[config.mk]
export PLATFORM = sky130hd
export DESIGN_NAME = usb_endpoint_handshake_ctrl
export DESIGN_NICKNAME = d
export VERILOG_FILES = /design/src/core/ep_hs_pkg.sv /design/src/core/usb_endpoint_handshake_ctrl.sv
export VERILOG_INCLUDE_DIRS = /design/src /design/src/core
export SDC_FILE = /design/constraint.sdc
export NUM_CORES = 1
export LEC_CHECK = 0
export BUFFER_PORTS_ARGS = -buffer_cell sky130_fd_sc_hd__buf_2
export CELL_PAD_IN_SITES_DETAIL_PLACEMENT = 0
export CELL_PAD_IN_SITES_GLOBAL_PLACEMENT = 1
export CORE_UTILIZATION = 48
export DETAILED_ROUTE_END_ITERATION = 10
export GPL_TIMING_DRIVEN = 0
export HOLD_SLACK_MARGIN = 0.08
export PLACE_DENSITY = 0.85
export REMOVE_ABC_BUFFERS = 1
export SYNTH_ARGS = -nofsm -noshare
export SYNTH_HDL_FRONTEND = slang
export SYNTH_SLANG_ARGS = --single-unit
[constraint.sdc]
create_clock -name clk_sys_i -period 4.1 [get_ports clk_sys_i]
set_clock_uncertainty 0.05 [all_clocks]
set_input_delay 0.41 -clock clk_sys_i [delete_from_list [all_inputs] [get_ports clk_sys_i]]
set_output_delay 0.41 -clock clk_sys_i [all_outputs]
set_load 0.05 [all_outputs]
[src/core/ep_hs_cfg.svh]
// register offsets, field positions and reset values of the endpoint handshake block
`ifndef EP_HS_CFG_SVH
`define EP_HS_CFG_SVH
`define EP_HS_HUB_EP0_CTRL_ACK 13'h1FA7
`define EP_HS_FN_EP0_CTRL_ACK 13'h1FDD
`define EP_HS_FN_EP1_CTRL_ACK 13'h1FA4
`define EP_HS_FN_EP2_CTRL_ACK 13'h1FA3
`define EP_HS_FN_EP3_CTRL_ACK 13'h1FA2
`define EP_HS_HUB_EP0_STATUS 13'h1FDF
`define EP_HS_FN_EP1_STATUS 13'h1FDC
`define EP_HS_FN_EP2_STATUS 13'h1FDB
`define EP_HS_FN_EP3_STATUS 13'h1FDA
`define EP_HS_IRQ_EN 13'h1F00
`define EP_HS_BIT_DIR 7
`define EP_HS_BIT_DATA_END 6
`define EP_HS_BIT_STALL_REQ 5
`define EP_HS_BIT_IN_LOADED 4
`define EP_HS_BIT_STALL_SENT 3
`define EP_HS_BIT_SETUP_RX 2
`define EP_HS_BIT_OUT_RX 1
`define EP_HS_BIT_IN_DONE 0
`define EP_HS_RESET_BYTE 8'h00
`endif

[src/core/ep_hs_pkg.sv]
// types shared by the endpoint handshake block
package ep_hs_pkg;
    typedef enum logic [2:0]
    {
        TOK_NONE = 3'b000,
        TOK_SETUP = 3'b001,
        TOK_IN = 3'b010,
        TOK_OUT = 3'b011
    } token_t;
    typedef enum logic [2:0]
    {
        HS_NONE = 3'b000,
        HS_ACK = 3'b001,
        HS_NAK = 3'b010,
        HS_STALL = 3'b011,
        HS_DATA = 3'b100
    } reply_t;
    typedef enum logic [1:0]
    {
        PH_IDLE = 2'b00,
        PH_DATA = 2'b01,
        PH_STATUS = 2'b10
    } phase_t;
endpackage

[src/core/usb_endpoint_handshake_ctrl.sv]
// endpoint handshake and status flags for five endpoints, control-transfer sequencing for hub ep0 and function ep0
//
// The address-and-strobe port is this design's own decision.
`timescale 1ns/1ps
`include "ep_hs_cfg.svh"

module usb_endpoint_handshake_ctrl
    import ep_hs_pkg::*;
#(
    parameter int NUM_EP = 5,
    parameter int ADDR_W = 13
)
(
    input wire logic clk_sys_i,
    input wire logic rst_n_i,
    input wire logic clk_en_i,
    input wire logic [ADDR_W-1:0] reg_addr_i,
    input wire logic [7:0] reg_wdata_i,
    input wire logic reg_wr_i,
    input wire logic reg_rd_i,
    output logic [7:0] reg_rdata_o,
    // transaction side: index 0 hub ep0, 1 function ep0, 2..4 function ep1..3
    input wire logic [2:0] tok_ep_i,
    input wire logic [2:0] tok_kind_i,
    input wire logic tok_valid_i,
    input wire logic [NUM_EP-1:0] ep_iso_i,
    input wire logic in_host_ack_i,
    input wire logic in_sent_i,
    input wire logic out_stored_i,
    input wire logic setup_stored_i,
    output logic [2:0] reply_o,
    output logic reply_data1_o,
    output logic fifo_write_ok_o,
    output logic irq_o
);

    logic rst_meta_n;
    logic rst_n;
    logic [NUM_EP-1:0] dir_bit;
    logic [NUM_EP-1:0] data_end;
    logic [NUM_EP-1:0] stall_req;
    logic [NUM_EP-1:0] in_loaded;
    logic [NUM_EP-1:0] stall_sent;
    logic [NUM_EP-1:0] setup_rx;
    logic [NUM_EP-1:0] out_rx;
    logic [NUM_EP-1:0] in_done;
    logic [NUM_EP-1:0] irq_en;
    logic [NUM_EP-1:0] is_ctrl;
    phase_t phase [NUM_EP];
    logic [2:0] cur_ep;
    token_t cur_tok;
    logic [2:0] next_reply;
    logic next_data1;
    logic [NUM_EP-1:0] ev_stall;
    logic [NUM_EP-1:0] ev_in_clr;
    logic [NUM_EP-1:0] ev_out;
    logic [NUM_EP-1:0] ev_setup;
    logic [NUM_EP-1:0] ev_in_done;
    logic [NUM_EP-1:0] ev_status_end;
    logic [NUM_EP-1:0] ctl_sel;
    logic [NUM_EP-1:0] sts_sel;
    logic [NUM_EP-1:0] irq_hit;
    logic [7:0] next_rdata;

    // reset released through two flops so release is clean against clk_sys_i
    always_ff @(posedge clk_sys_i or negedge rst_n_i)
    begin
        if (!rst_n_i)
        begin
            rst_meta_n <= 1'b0;
            rst_n <= 1'b0;
        end
        else
        begin
            rst_meta_n <= 1'b1;
            rst_n <= rst_meta_n;
        end
    end

    assign cur_ep = tok_ep_i;
    assign cur_tok = token_t'(tok_kind_i);

    // handshake choice for the token presented this cycle
    always_comb
    begin
        next_reply = HS_NONE;
        next_data1 = 1'b0;
        if (tok_valid_i && (int'(cur_ep) < NUM_EP))
        begin
            if (cur_tok == TOK_SETUP)
            begin
                next_reply = HS_ACK;
            end
            else if (stall_req[cur_ep])
            begin
                next_reply = HS_STALL;
            end
            else if (cur_tok == TOK_OUT)
            begin
                if (out_rx[cur_ep])
                begin
                    next_reply = HS_NAK;
                end
                else
                begin
                    next_reply = HS_ACK;
                end
            end
            else if (cur_tok == TOK_IN)
            begin
                if (in_loaded[cur_ep])
                begin
                    next_reply = HS_DATA;
                    next_data1 = is_ctrl[cur_ep] && (phase[cur_ep] == PH_STATUS);
                end
                else if (is_ctrl[cur_ep] && data_end[cur_ep] && !dir_bit[cur_ep])
                begin
                    // zero length status packet, always DATA1
                    next_reply = HS_DATA;
                    next_data1 = 1'b1;
                end
                else
                begin
                    next_reply = HS_NAK;
                end
            end
        end
    end

    // one flop per reply output keeps the link side glitch free
    always_ff @(posedge clk_sys_i or negedge rst_n)
    begin
        if (!rst_n)
        begin
            reply_o <= 3'h0;
            reply_data1_o <= 1'b0;
        end
        else if (clk_en_i)
        begin
            reply_o <= next_reply;
            reply_data1_o <= next_data1;
        end
    end

    genvar g;
    generate
        for (g = 0; g < NUM_EP; g++)
        begin : g_ep
            localparam logic [2:0] EP_IDX = 3'(g);
            logic hit;
            logic [ADDR_W-1:0] ctl_addr;
            logic [ADDR_W-1:0] sts_addr;
            assign is_ctrl[g] = (g < 2);
            assign hit = tok_valid_i && (cur_ep == EP_IDX);
            assign ctl_addr = (g == 0) ? ADDR_W'(`EP_HS_HUB_EP0_CTRL_ACK) :
                              (g == 1) ? ADDR_W'(`EP_HS_FN_EP0_CTRL_ACK) :
                              (g == 2) ? ADDR_W'(`EP_HS_FN_EP1_CTRL_ACK) :
                              (g == 3) ? ADDR_W'(`EP_HS_FN_EP2_CTRL_ACK) :
                              ADDR_W'(`EP_HS_FN_EP3_CTRL_ACK);
            assign sts_addr = (g == 0) ? ADDR_W'(`EP_HS_HUB_EP0_STATUS) :
                              (g == 1) ? ADDR_W'(`EP_HS_FN_EP0_CTRL_ACK) :
                              (g == 2) ? ADDR_W'(`EP_HS_FN_EP1_STATUS) :
                              (g == 3) ? ADDR_W'(`EP_HS_FN_EP2_STATUS) :
                              ADDR_W'(`EP_HS_FN_EP3_STATUS);
            assign ctl_sel[g] = reg_wr_i && (reg_addr_i == ctl_addr);
            assign sts_sel[g] = (reg_addr_i == sts_addr);

            // transaction events; stall only counts when actually replied
            assign ev_stall[g] = hit && (cur_tok != TOK_SETUP) && (cur_tok != TOK_NONE)
                && stall_req[g];
            // only a setup token may open a control transfer
            assign ev_setup[g] = hit && is_ctrl[g] && (cur_tok == TOK_SETUP) && setup_stored_i;
            assign ev_out[g] = hit && (cur_tok == TOK_OUT) && out_stored_i && !out_rx[g]
                && !stall_req[g];
            assign ev_in_clr[g] = hit && (cur_tok == TOK_IN) && in_loaded[g] && !stall_req[g]
                && (in_host_ack_i || (ep_iso_i[g] && in_sent_i));
            // status phase end: zero length IN acked, or status OUT stored after a read
            assign ev_status_end[g] = is_ctrl[g] && hit && !stall_req[g] && (phase[g] == PH_STATUS)
                && (((cur_tok == TOK_IN) && in_host_ack_i && !dir_bit[g])
                || ((cur_tok == TOK_OUT) && out_stored_i && dir_bit[g]));
            assign ev_in_done[g] = is_ctrl[g] ? (ev_status_end[g]
                || (ev_in_clr[g] && dir_bit[g] && data_end[g]))
                : ev_in_clr[g];

            // control phase tracking per control endpoint
            always_ff @(posedge clk_sys_i or negedge rst_n)
            begin
                if (!rst_n)
                begin
                    phase[g] <= PH_IDLE;
                end
                else if (clk_en_i)
                begin
                    if (!is_ctrl[g])
                    begin
                        phase[g] <= PH_IDLE;
                    end
                    else if (ev_setup[g])
                    begin
                        phase[g] <= PH_DATA;
                    end
                    else if (ev_status_end[g])
                    begin
                        phase[g] <= PH_IDLE;
                    end
                    else if (phase[g] == PH_DATA && data_end[g] && !in_loaded[g])
                    begin
                        phase[g] <= PH_STATUS;
                    end
                end
            end

            // firmware control bits; hardware clears only the IN loaded bit
            always_ff @(posedge clk_sys_i or negedge rst_n)
            begin
                if (!rst_n)
                begin
                    dir_bit[g] <= 1'b0;
                    data_end[g] <= 1'b0;
                    stall_req[g] <= 1'b0;
                    in_loaded[g] <= 1'b0;
                end
                else if (clk_en_i)
                begin
                    if (ctl_sel[g])
                    begin
                        dir_bit[g] <= is_ctrl[g] && reg_wdata_i[`EP_HS_BIT_DIR];
                        data_end[g] <= reg_wdata_i[`EP_HS_BIT_DATA_END];
                        stall_req[g] <= reg_wdata_i[`EP_HS_BIT_STALL_REQ];
                    end
                    if (ev_in_clr[g])
                    begin
                        in_loaded[g] <= 1'b0;
                    end
                    else if (ctl_sel[g])
                    begin
                        in_loaded[g] <= reg_wdata_i[`EP_HS_BIT_IN_LOADED];
                    end
                end
            end

            // sticky status: hardware set wins over a same-cycle ack
            always_ff @(posedge clk_sys_i or negedge rst_n)
            begin
                if (!rst_n)
                begin
                    stall_sent[g] <= 1'b0;
                    setup_rx[g] <= 1'b0;
                    out_rx[g] <= 1'b0;
                    in_done[g] <= 1'b0;
                end
                else if (clk_en_i)
                begin
                    if (ev_setup[g])
                    begin
                        setup_rx[g] <= 1'b1;
                        stall_sent[g] <= 1'b0;
                        out_rx[g] <= 1'b0;
                        in_done[g] <= 1'b0;
                    end
                    else
                    begin
                        if (ev_stall[g])
                            stall_sent[g] <= 1'b1;
                        else if (ctl_sel[g] && reg_wdata_i[`EP_HS_BIT_STALL_SENT])
                            stall_sent[g] <= 1'b0;
                        if (ctl_sel[g] && is_ctrl[g] && reg_wdata_i[`EP_HS_BIT_SETUP_RX])
                            setup_rx[g] <= 1'b0;
                        if (ev_out[g])
                            out_rx[g] <= 1'b1;
                        else if (ctl_sel[g] && reg_wdata_i[`EP_HS_BIT_OUT_RX])
                            out_rx[g] <= 1'b0;
                        if (ev_in_done[g])
                            in_done[g] <= 1'b1;
                        else if (ctl_sel[g] && reg_wdata_i[`EP_HS_BIT_IN_DONE])
                            in_done[g] <= 1'b0;
                    end
                end
            end

            // interrupt causes; the clear of IN loaded interrupts when IN-done stands
            assign irq_hit[g] = irq_en[g] && (ev_setup[g] || ev_out[g]
                || ev_status_end[g]
                || (ev_in_clr[g] && (in_done[g] || ev_in_done[g])));
        end
    endgenerate

    // interrupt enables per endpoint, one bit each
    always_ff @(posedge clk_sys_i or negedge rst_n)
    begin
        if (!rst_n)
        begin
            irq_en <= '0;
        end
        else if (clk_en_i && reg_wr_i && reg_addr_i == ADDR_W'(`EP_HS_IRQ_EN))
        begin
            irq_en <= reg_wdata_i[NUM_EP-1:0];
        end
    end

    // interrupt is a one-cycle pulse per event; no latch here, the cpu side holds it
    always_ff @(posedge clk_sys_i or negedge rst_n)
    begin
        if (!rst_n)
        begin
            irq_o <= 1'b0;
        end
        else if (clk_en_i)
        begin
            irq_o <= |irq_hit;
        end
    end

    // read decode; function ep0 shares one address for control and status,
    // so a read there returns the status flags, which is what firmware polls
    always_comb
    begin
        next_rdata = 8'h00;
        if (reg_addr_i == ADDR_W'(`EP_HS_IRQ_EN))
        begin
            next_rdata = 8'(irq_en);
        end
        else
        begin
            for (int i = 0; i < NUM_EP; i++)
            begin
                if (sts_sel[i])
                begin
                    next_rdata = {4'h0, stall_sent[i], setup_rx[i] && is_ctrl[i],
                                  out_rx[i], in_done[i]};
                end
                else if (reg_addr_i == ((i == 0) ? ADDR_W'(`EP_HS_HUB_EP0_CTRL_ACK) :
                    (i == 2) ? ADDR_W'(`EP_HS_FN_EP1_CTRL_ACK) :
                    (i == 3) ? ADDR_W'(`EP_HS_FN_EP2_CTRL_ACK) :
                    (i == 4) ? ADDR_W'(`EP_HS_FN_EP3_CTRL_ACK) : ADDR_W'(0)) && i != 1)
                begin
                    // ack bits read zero since they are never stored
                    next_rdata = {dir_bit[i], data_end[i], stall_req[i], in_loaded[i],
                                  4'h0};
                end
            end
        end
    end

    // read data stands for one cycle after the strobe
    always_ff @(posedge clk_sys_i or negedge rst_n)
    begin
        if (!rst_n)
        begin
            reg_rdata_o <= `EP_HS_RESET_BYTE;
            fifo_write_ok_o <= 1'b0;
        end
        else if (clk_en_i)
        begin
            reg_rdata_o <= reg_rd_i ? next_rdata : 8'h00;
            fifo_write_ok_o <= ~|in_loaded;
        end
    end

endmodule // usb_endpoint_handshake_ctrl

After elaboration in Yosys (flattened, before gate mapping)

Memories as Yosys holds them, arrays and structs flattened.
Cells that the tools add are included.

Word-level logic and storage cells: 391
Output and inout port bits: 14
Flip-flop bits (word level): 59
Bits in read-only memories: 8
Memories kept: 1
Input bits: 42

Memory list:

| name            | depth | bits a word | rd ports | clocked after memory_dff | write ports | RTL line                           | text |
|---|---|---|---|---|---|---|---|
| (no name shown) | 8     | 1           | 1        | 0                        | 0           | usb_endpoint_handshake_ctrl.sv:116 | `else if (is_ctrl[cur_ep] && data_end[cur_ep] && !dir_bit[cur_ep])` |

Eq/ne operators: 23
Bitwise logic cells: 1
Magnitude comparators: 3
Multiplexer cells: 96
Reduce and logical (&&, ||, !) cells: 223

Operators by type and width:

| operator                                                                     | count |
|---|---|
| 13-bit equality test, second input constant                                  | 10 |
| 1-bit logical AND                                                            | 127 |
| 8-bit two-way mux                                                            | 11 |
| 1-bit two-way mux                                                            | 63 |
| 2-bit AND reduction                                                          | 29 |
| 2-bit nonzero test                                                           | 16 |
| 3-bit nonzero test                                                           | 9 |
| 1-bit logical OR                                                             | 23 |
| 3-bit two-way mux                                                            | 7 |
| 2-bit two-way mux                                                            | 9 |
| 1-bit zero test                                                              | 16 |
| 1-bit binary-select mux with 3-bit select                                    | 5 |
| 3-bit by 2-bit equality test with 1-bit output, second input constant        | 4 |
| 5-bit OR reduction                                                           | 2 |
| 2-bit binary-select mux with 3-bit select                                    | 1 |
| 2-bit equality test, second input constant                                   | 3 |
| 3-bit by 1-bit equality test with 1-bit output, second input constant        | 2 |
| 2-bit by 1-bit equality test with 1-bit output, second input constant        | 2 |
| 4-bit greater-or-equal comparator, second input constant                     | 1 |
| 3-bit by 4-bit less-than comparator with 1-bit output, second input constant | 1 |
| 3-bit NOT with 4-bit output                                                  | 1 |
| 3-bit equality test, second input constant                                   | 1 |
| 3-bit zero test                                                              | 1 |
| 3-bit less-than comparator, second input constant                            | 1 |
| 3-bit by 1-bit != test with 1-bit output, second input constant              | 1 |

Depth between registers and ports, before layout

Depth after elaboration: 14
Gate-level depth with buffers: 7
Mapped depth without buffers: 5

Least setup slack after synthesis

No wires, ideal clock.

Kind: input port to flip-flop
Start: in reg_addr_i[9]
End: reg data_end[1]
Setup slack: 2.290 ns
Setup time: 0.125 ns
Arrival time: 1.635 ns
Required time: 3.925 ns
Buffers on the path: 2
Stages: 6
Cells stage by stage: and4_1 and4_1 buf_2 and4_1 buf_4 mux2_2

Cells in the longest elaborated chain, start to end: 3

Ends and longest elaborated chain:

| what                                 | RTL line                           | text |
|---|---|---|
| start: declaration                   | usb_endpoint_handshake_ctrl.sv:17  | `input wire logic [ADDR_W-1:0] reg_addr_i,` |
| 13-bit equality test                 | usb_endpoint_handshake_ctrl.sv:165 | `assign ctl_sel[g] = reg_wr_i && (reg_addr_i == ctl_addr);` |
| 1-bit logical AND                    | usb_endpoint_handshake_ctrl.sv:165 |  |
| 2-bit AND reduction (no source line) | n/a                                |  |
| end signal: indexed assignment       | usb_endpoint_handshake_ctrl.sv:228 | `` data_end[g] <= reg_wdata_i[`EP_HS_BIT_DATA_END]; `` |
| end: declaration                     | usb_endpoint_handshake_ctrl.sv:40  | `logic [NUM_EP-1:0] data_end;` |

Every way passes these cells.
A chain may end at the register's enable or synchronous reset.

Final worst setup path

Start: in clk_en_i
End: reg stall_req[3]

Cells in the longest elaborated chain, start to end: 1

Ends and longest elaborated chain:

| what                                 | RTL line                           | text |
|---|---|---|
| start: declaration                   | usb_endpoint_handshake_ctrl.sv:16  | `input wire logic clk_en_i,` |
| 2-bit AND reduction (no source line) | n/a                                |  |
| end signal: indexed assignment       | usb_endpoint_handshake_ctrl.sv:229 | `` stall_req[g] <= reg_wdata_i[`EP_HS_BIT_STALL_REQ]; `` |
| end: declaration                     | usb_endpoint_handshake_ctrl.sv:41  | `logic [NUM_EP-1:0] stall_req;` |

Every way passes these cells.

==> flow_summary.yaml <==
run_status:
  status: "completed"
clock_tree:
  ctsHtreeMaxLevel: 3
  insertion_delay_ns: 0.34
  cts_tree: "yes"
  root_buffer: "clkbuf_8"
  postCtsSetupBuffers: 0
  clock_path_buffers: 2
  path_clk_slew_ns: 0.07
  numCtsBuffers: 9
  clock-sinks: 59
sta:
  finalSetupViolCount: 0
  slew_viol_final: 0
  hold_viol: 0
  worst_pin_slew_ns: 0.587
  rsz0062_at_grt: "no"
  finalCritPeriodShare: 0.506
  finalCriticalPeriod_ns: 2.07
  max_freq_mhz: 482
  max_slew_margin: 0.606
  fin_tns_setup_ns: 0
layout:
  syn_to_final_growth_pct: 15.4
  fin_cells: 499
  final_common_cell: "dfrtp_1"
  n_antenna_cell: 0
  layout-drive-gt1-share: 0.313
  final_nets: 440
  layout_common_cells: "58 x dfrtp_1, 55 x buf_2, 24 x a21oi_1"
global_route:
  grt_max_degree: 35
  grt_pass1_wl_mm: 16.6
  overflow: 0
  grt_pass1_vias: 3056
  antenna_found_initial: 0
  grt_use_total: 0.290
floorplanning:
  coreArea_um2: 6980
  floorplan.initialDensity: 0.509
  fp.dieW_um: 88.0
  ios: 56
  die_h_um: 88.0
  die_area_um2: 7750
  rows: 30
setup_path:
  reg2reg_slack_ns: 2.15
  cp.arrival_ns: 2.25
  cp_num_buf_inv: 1
  start_kind: "primary input"
  worstSetupPathType: "in -> reg"
  r2r_start: "in_loaded[0]"
  crit_path_end_kind: "flip-flop"
  crit_path_max_incr_delay_ns: 0.64
  cp_max_fo: 28
  worstPathRequired_ns: 4.28
  ff2ff_path_depth: 4
  r2r-end: "reply_data1_o"
  path_cells: "buf_2 > nand2_2 > nor4_4 > mux2_2"
  cp_slowest_cell: "nor4_4"
  critPathTopFamily: "simple AND/OR/NAND/NOR gates"
  crit_cells: 4
drt:
  wire_per_inst_um: 20.7
  via_per_inst: 6.37
  routed_wl_mm: 10.3
  drc: 0
  vias: 3179
  dr.first_iter.drc_count: 317
  final_antenna_net_count: 0
  drtPass1Iterations: 5
placement:
  routabilityCongestion: 0.936
  post-dp-hpwl_mm: 7.51
  io_buffers: 55
  dpl.cell_count: 482
yosys:
  ys.flop_type: "dfrtp_1"
  synthSimpleGateAreaFrac: 0.212
  seq_area_frac_synth: 0.416
  postSynth.asyncResetShare: 1.00
  synthAdderAreaFrac: 0
  synth_top_family_by_area: "compound AO/OA/AOI/OAI gates"
  synth_compound_area_frac: 0.218
  synth-xor-area-share: 0
  syn-instance-count: 344
  synth_seq_cells: 59
  ys_warn_count: 0
  syn_area_um2: 3550
  synth_edf_count: 0
  synth_area_per_cell_um2: 10.3
  synthMuxAreaShare: 0.117
  ys_types: 70
power_and_ir_drop:
  p_leak_nw: 1.87
  peakVddDrop_mv: 0.148
  pwr_density_cell_nw_per_um2: 317
run:
  maxCapViolCount: 0
worst_hold_path:
  hold_path.class: "reg -> async"
## metal layers
metal | vias up | part of all wire | global-route usage
met5 | - | 0 | 0
met4 | 0 | 0.018 | 0.0968
met3 | 19 | 0.081 | 0.0556
met2 | 159 | 0.45 | 0.438
met1 | 1570 | 0.45 | 0.419
li1 | 1431 | - | -
## report_power, final
| group | internal (mW) | switching, mW | leakage [nW] | total (mW) |
|---|---|---|---|---|
| Sequential | 0.592 | 0.0139 | 0.810 | 0.606 |
| Combinational | 0.0468 | 0.0923 | 0.959 | 0.139 |
| Clock | 0.297 | 0.257 | 0.0987 | 0.554 |
| Total | 0.936 | 0.363 | 1.87 | 1.30 |
## worst max path at each step
stage	to	from	slack, ns
2_1_floorplan	data_end[0]	rst_n	2.29
3_3_place_gp	reply_o[2]	rst_n	1.58
3_5_place_dp	stall_req[4]	clk_en_i	1.69
4_1_cts	stall_req[3]	clk_en_i	2.03
5_1_grt	data_end[4]	clk_en_i	1.94
6_report	stall_req[3]	clk_en_i	2.03
## synthesized netlist by cell type (all sizes together) (5+ instances only)
master	count	area share
nor4	5	0.017
inv	12	0.013
o2bb2ai	9	0.022
buf	11	0.020
a22oi	10	0.021
a21o	12	0.025
nand2	24	0.027
mux2i	9	0.025
dfrtp	59	0.42
a31oi	7	0.012
nor2	23	0.027
mux2	23	0.073
o21ai	17	0.024
nand3	10	0.017
nor3	12	0.030
a21oi	24	0.034
nand3b	5	0.012
## cell type report
type	count	area (um2)
Clock buffer	10	138
Clock inverter	6	63.8
Fill cell	643	2880
Inverter	12	45.0
Multi-Input combinational cell	259	1950
Sequential cell	59	1480
Tap cell	96	120
Timing Repair Buffer	57	305
## registers in the layout, indices dropped and copies added, names as in the netlist
signal	count
reg_rdata_o	8
data_end	5
in_done	5
in_loaded	5
irq_en	5
out_rx	5
stall_req	5
stall_sent	5
phase	4
reply_o	3
dir_bit	2
setup_rx	2
fifo_write_ok_o	1
irq_o	1
reply_data1_o	1
rst_meta_n	1
rst_n	1
## stage by stage
step	hold WS, ns	area, um2	setup WS, ns	total power, mW	utilization
6_report	0.212	4100	2.03	1.30	0.587
5_1_grt	0.268	4100	1.94	1.34	0.587
4_1_cts	0.236	4100	2.03	1.30	0.587
3_5_place_dp	0.145	3890	1.69	0.754	0.557
3_3_place_gp	0.145	3870	1.58	0.749	0.554
2_1_floorplan	0.0644	3470	2.29	0.681	-
## logic make-up (layout without fill, tap and decap cells)
logic type | after synthesis | in the layout
mux | 35 | 35
buf+inv | 26 | 85
compound gates | 110 | 110
simple gates | 113 | 113
other cells | 1 | 1
flops | 59 | 59
## worst register-to-register path, stage by stage (launching register included)
cell	delay, ns
dfrtp_1	0.50
mux4_2	0.52
o31ai_1	0.37
nor3_1	0.15
a32o_1	0.24
## timing repair
action                                 CTS  global route
resized for setup                        0             0
endpoints found under the hold margin    2             0
hold buffers                             1             0
(Power assumes the default switching activity.)
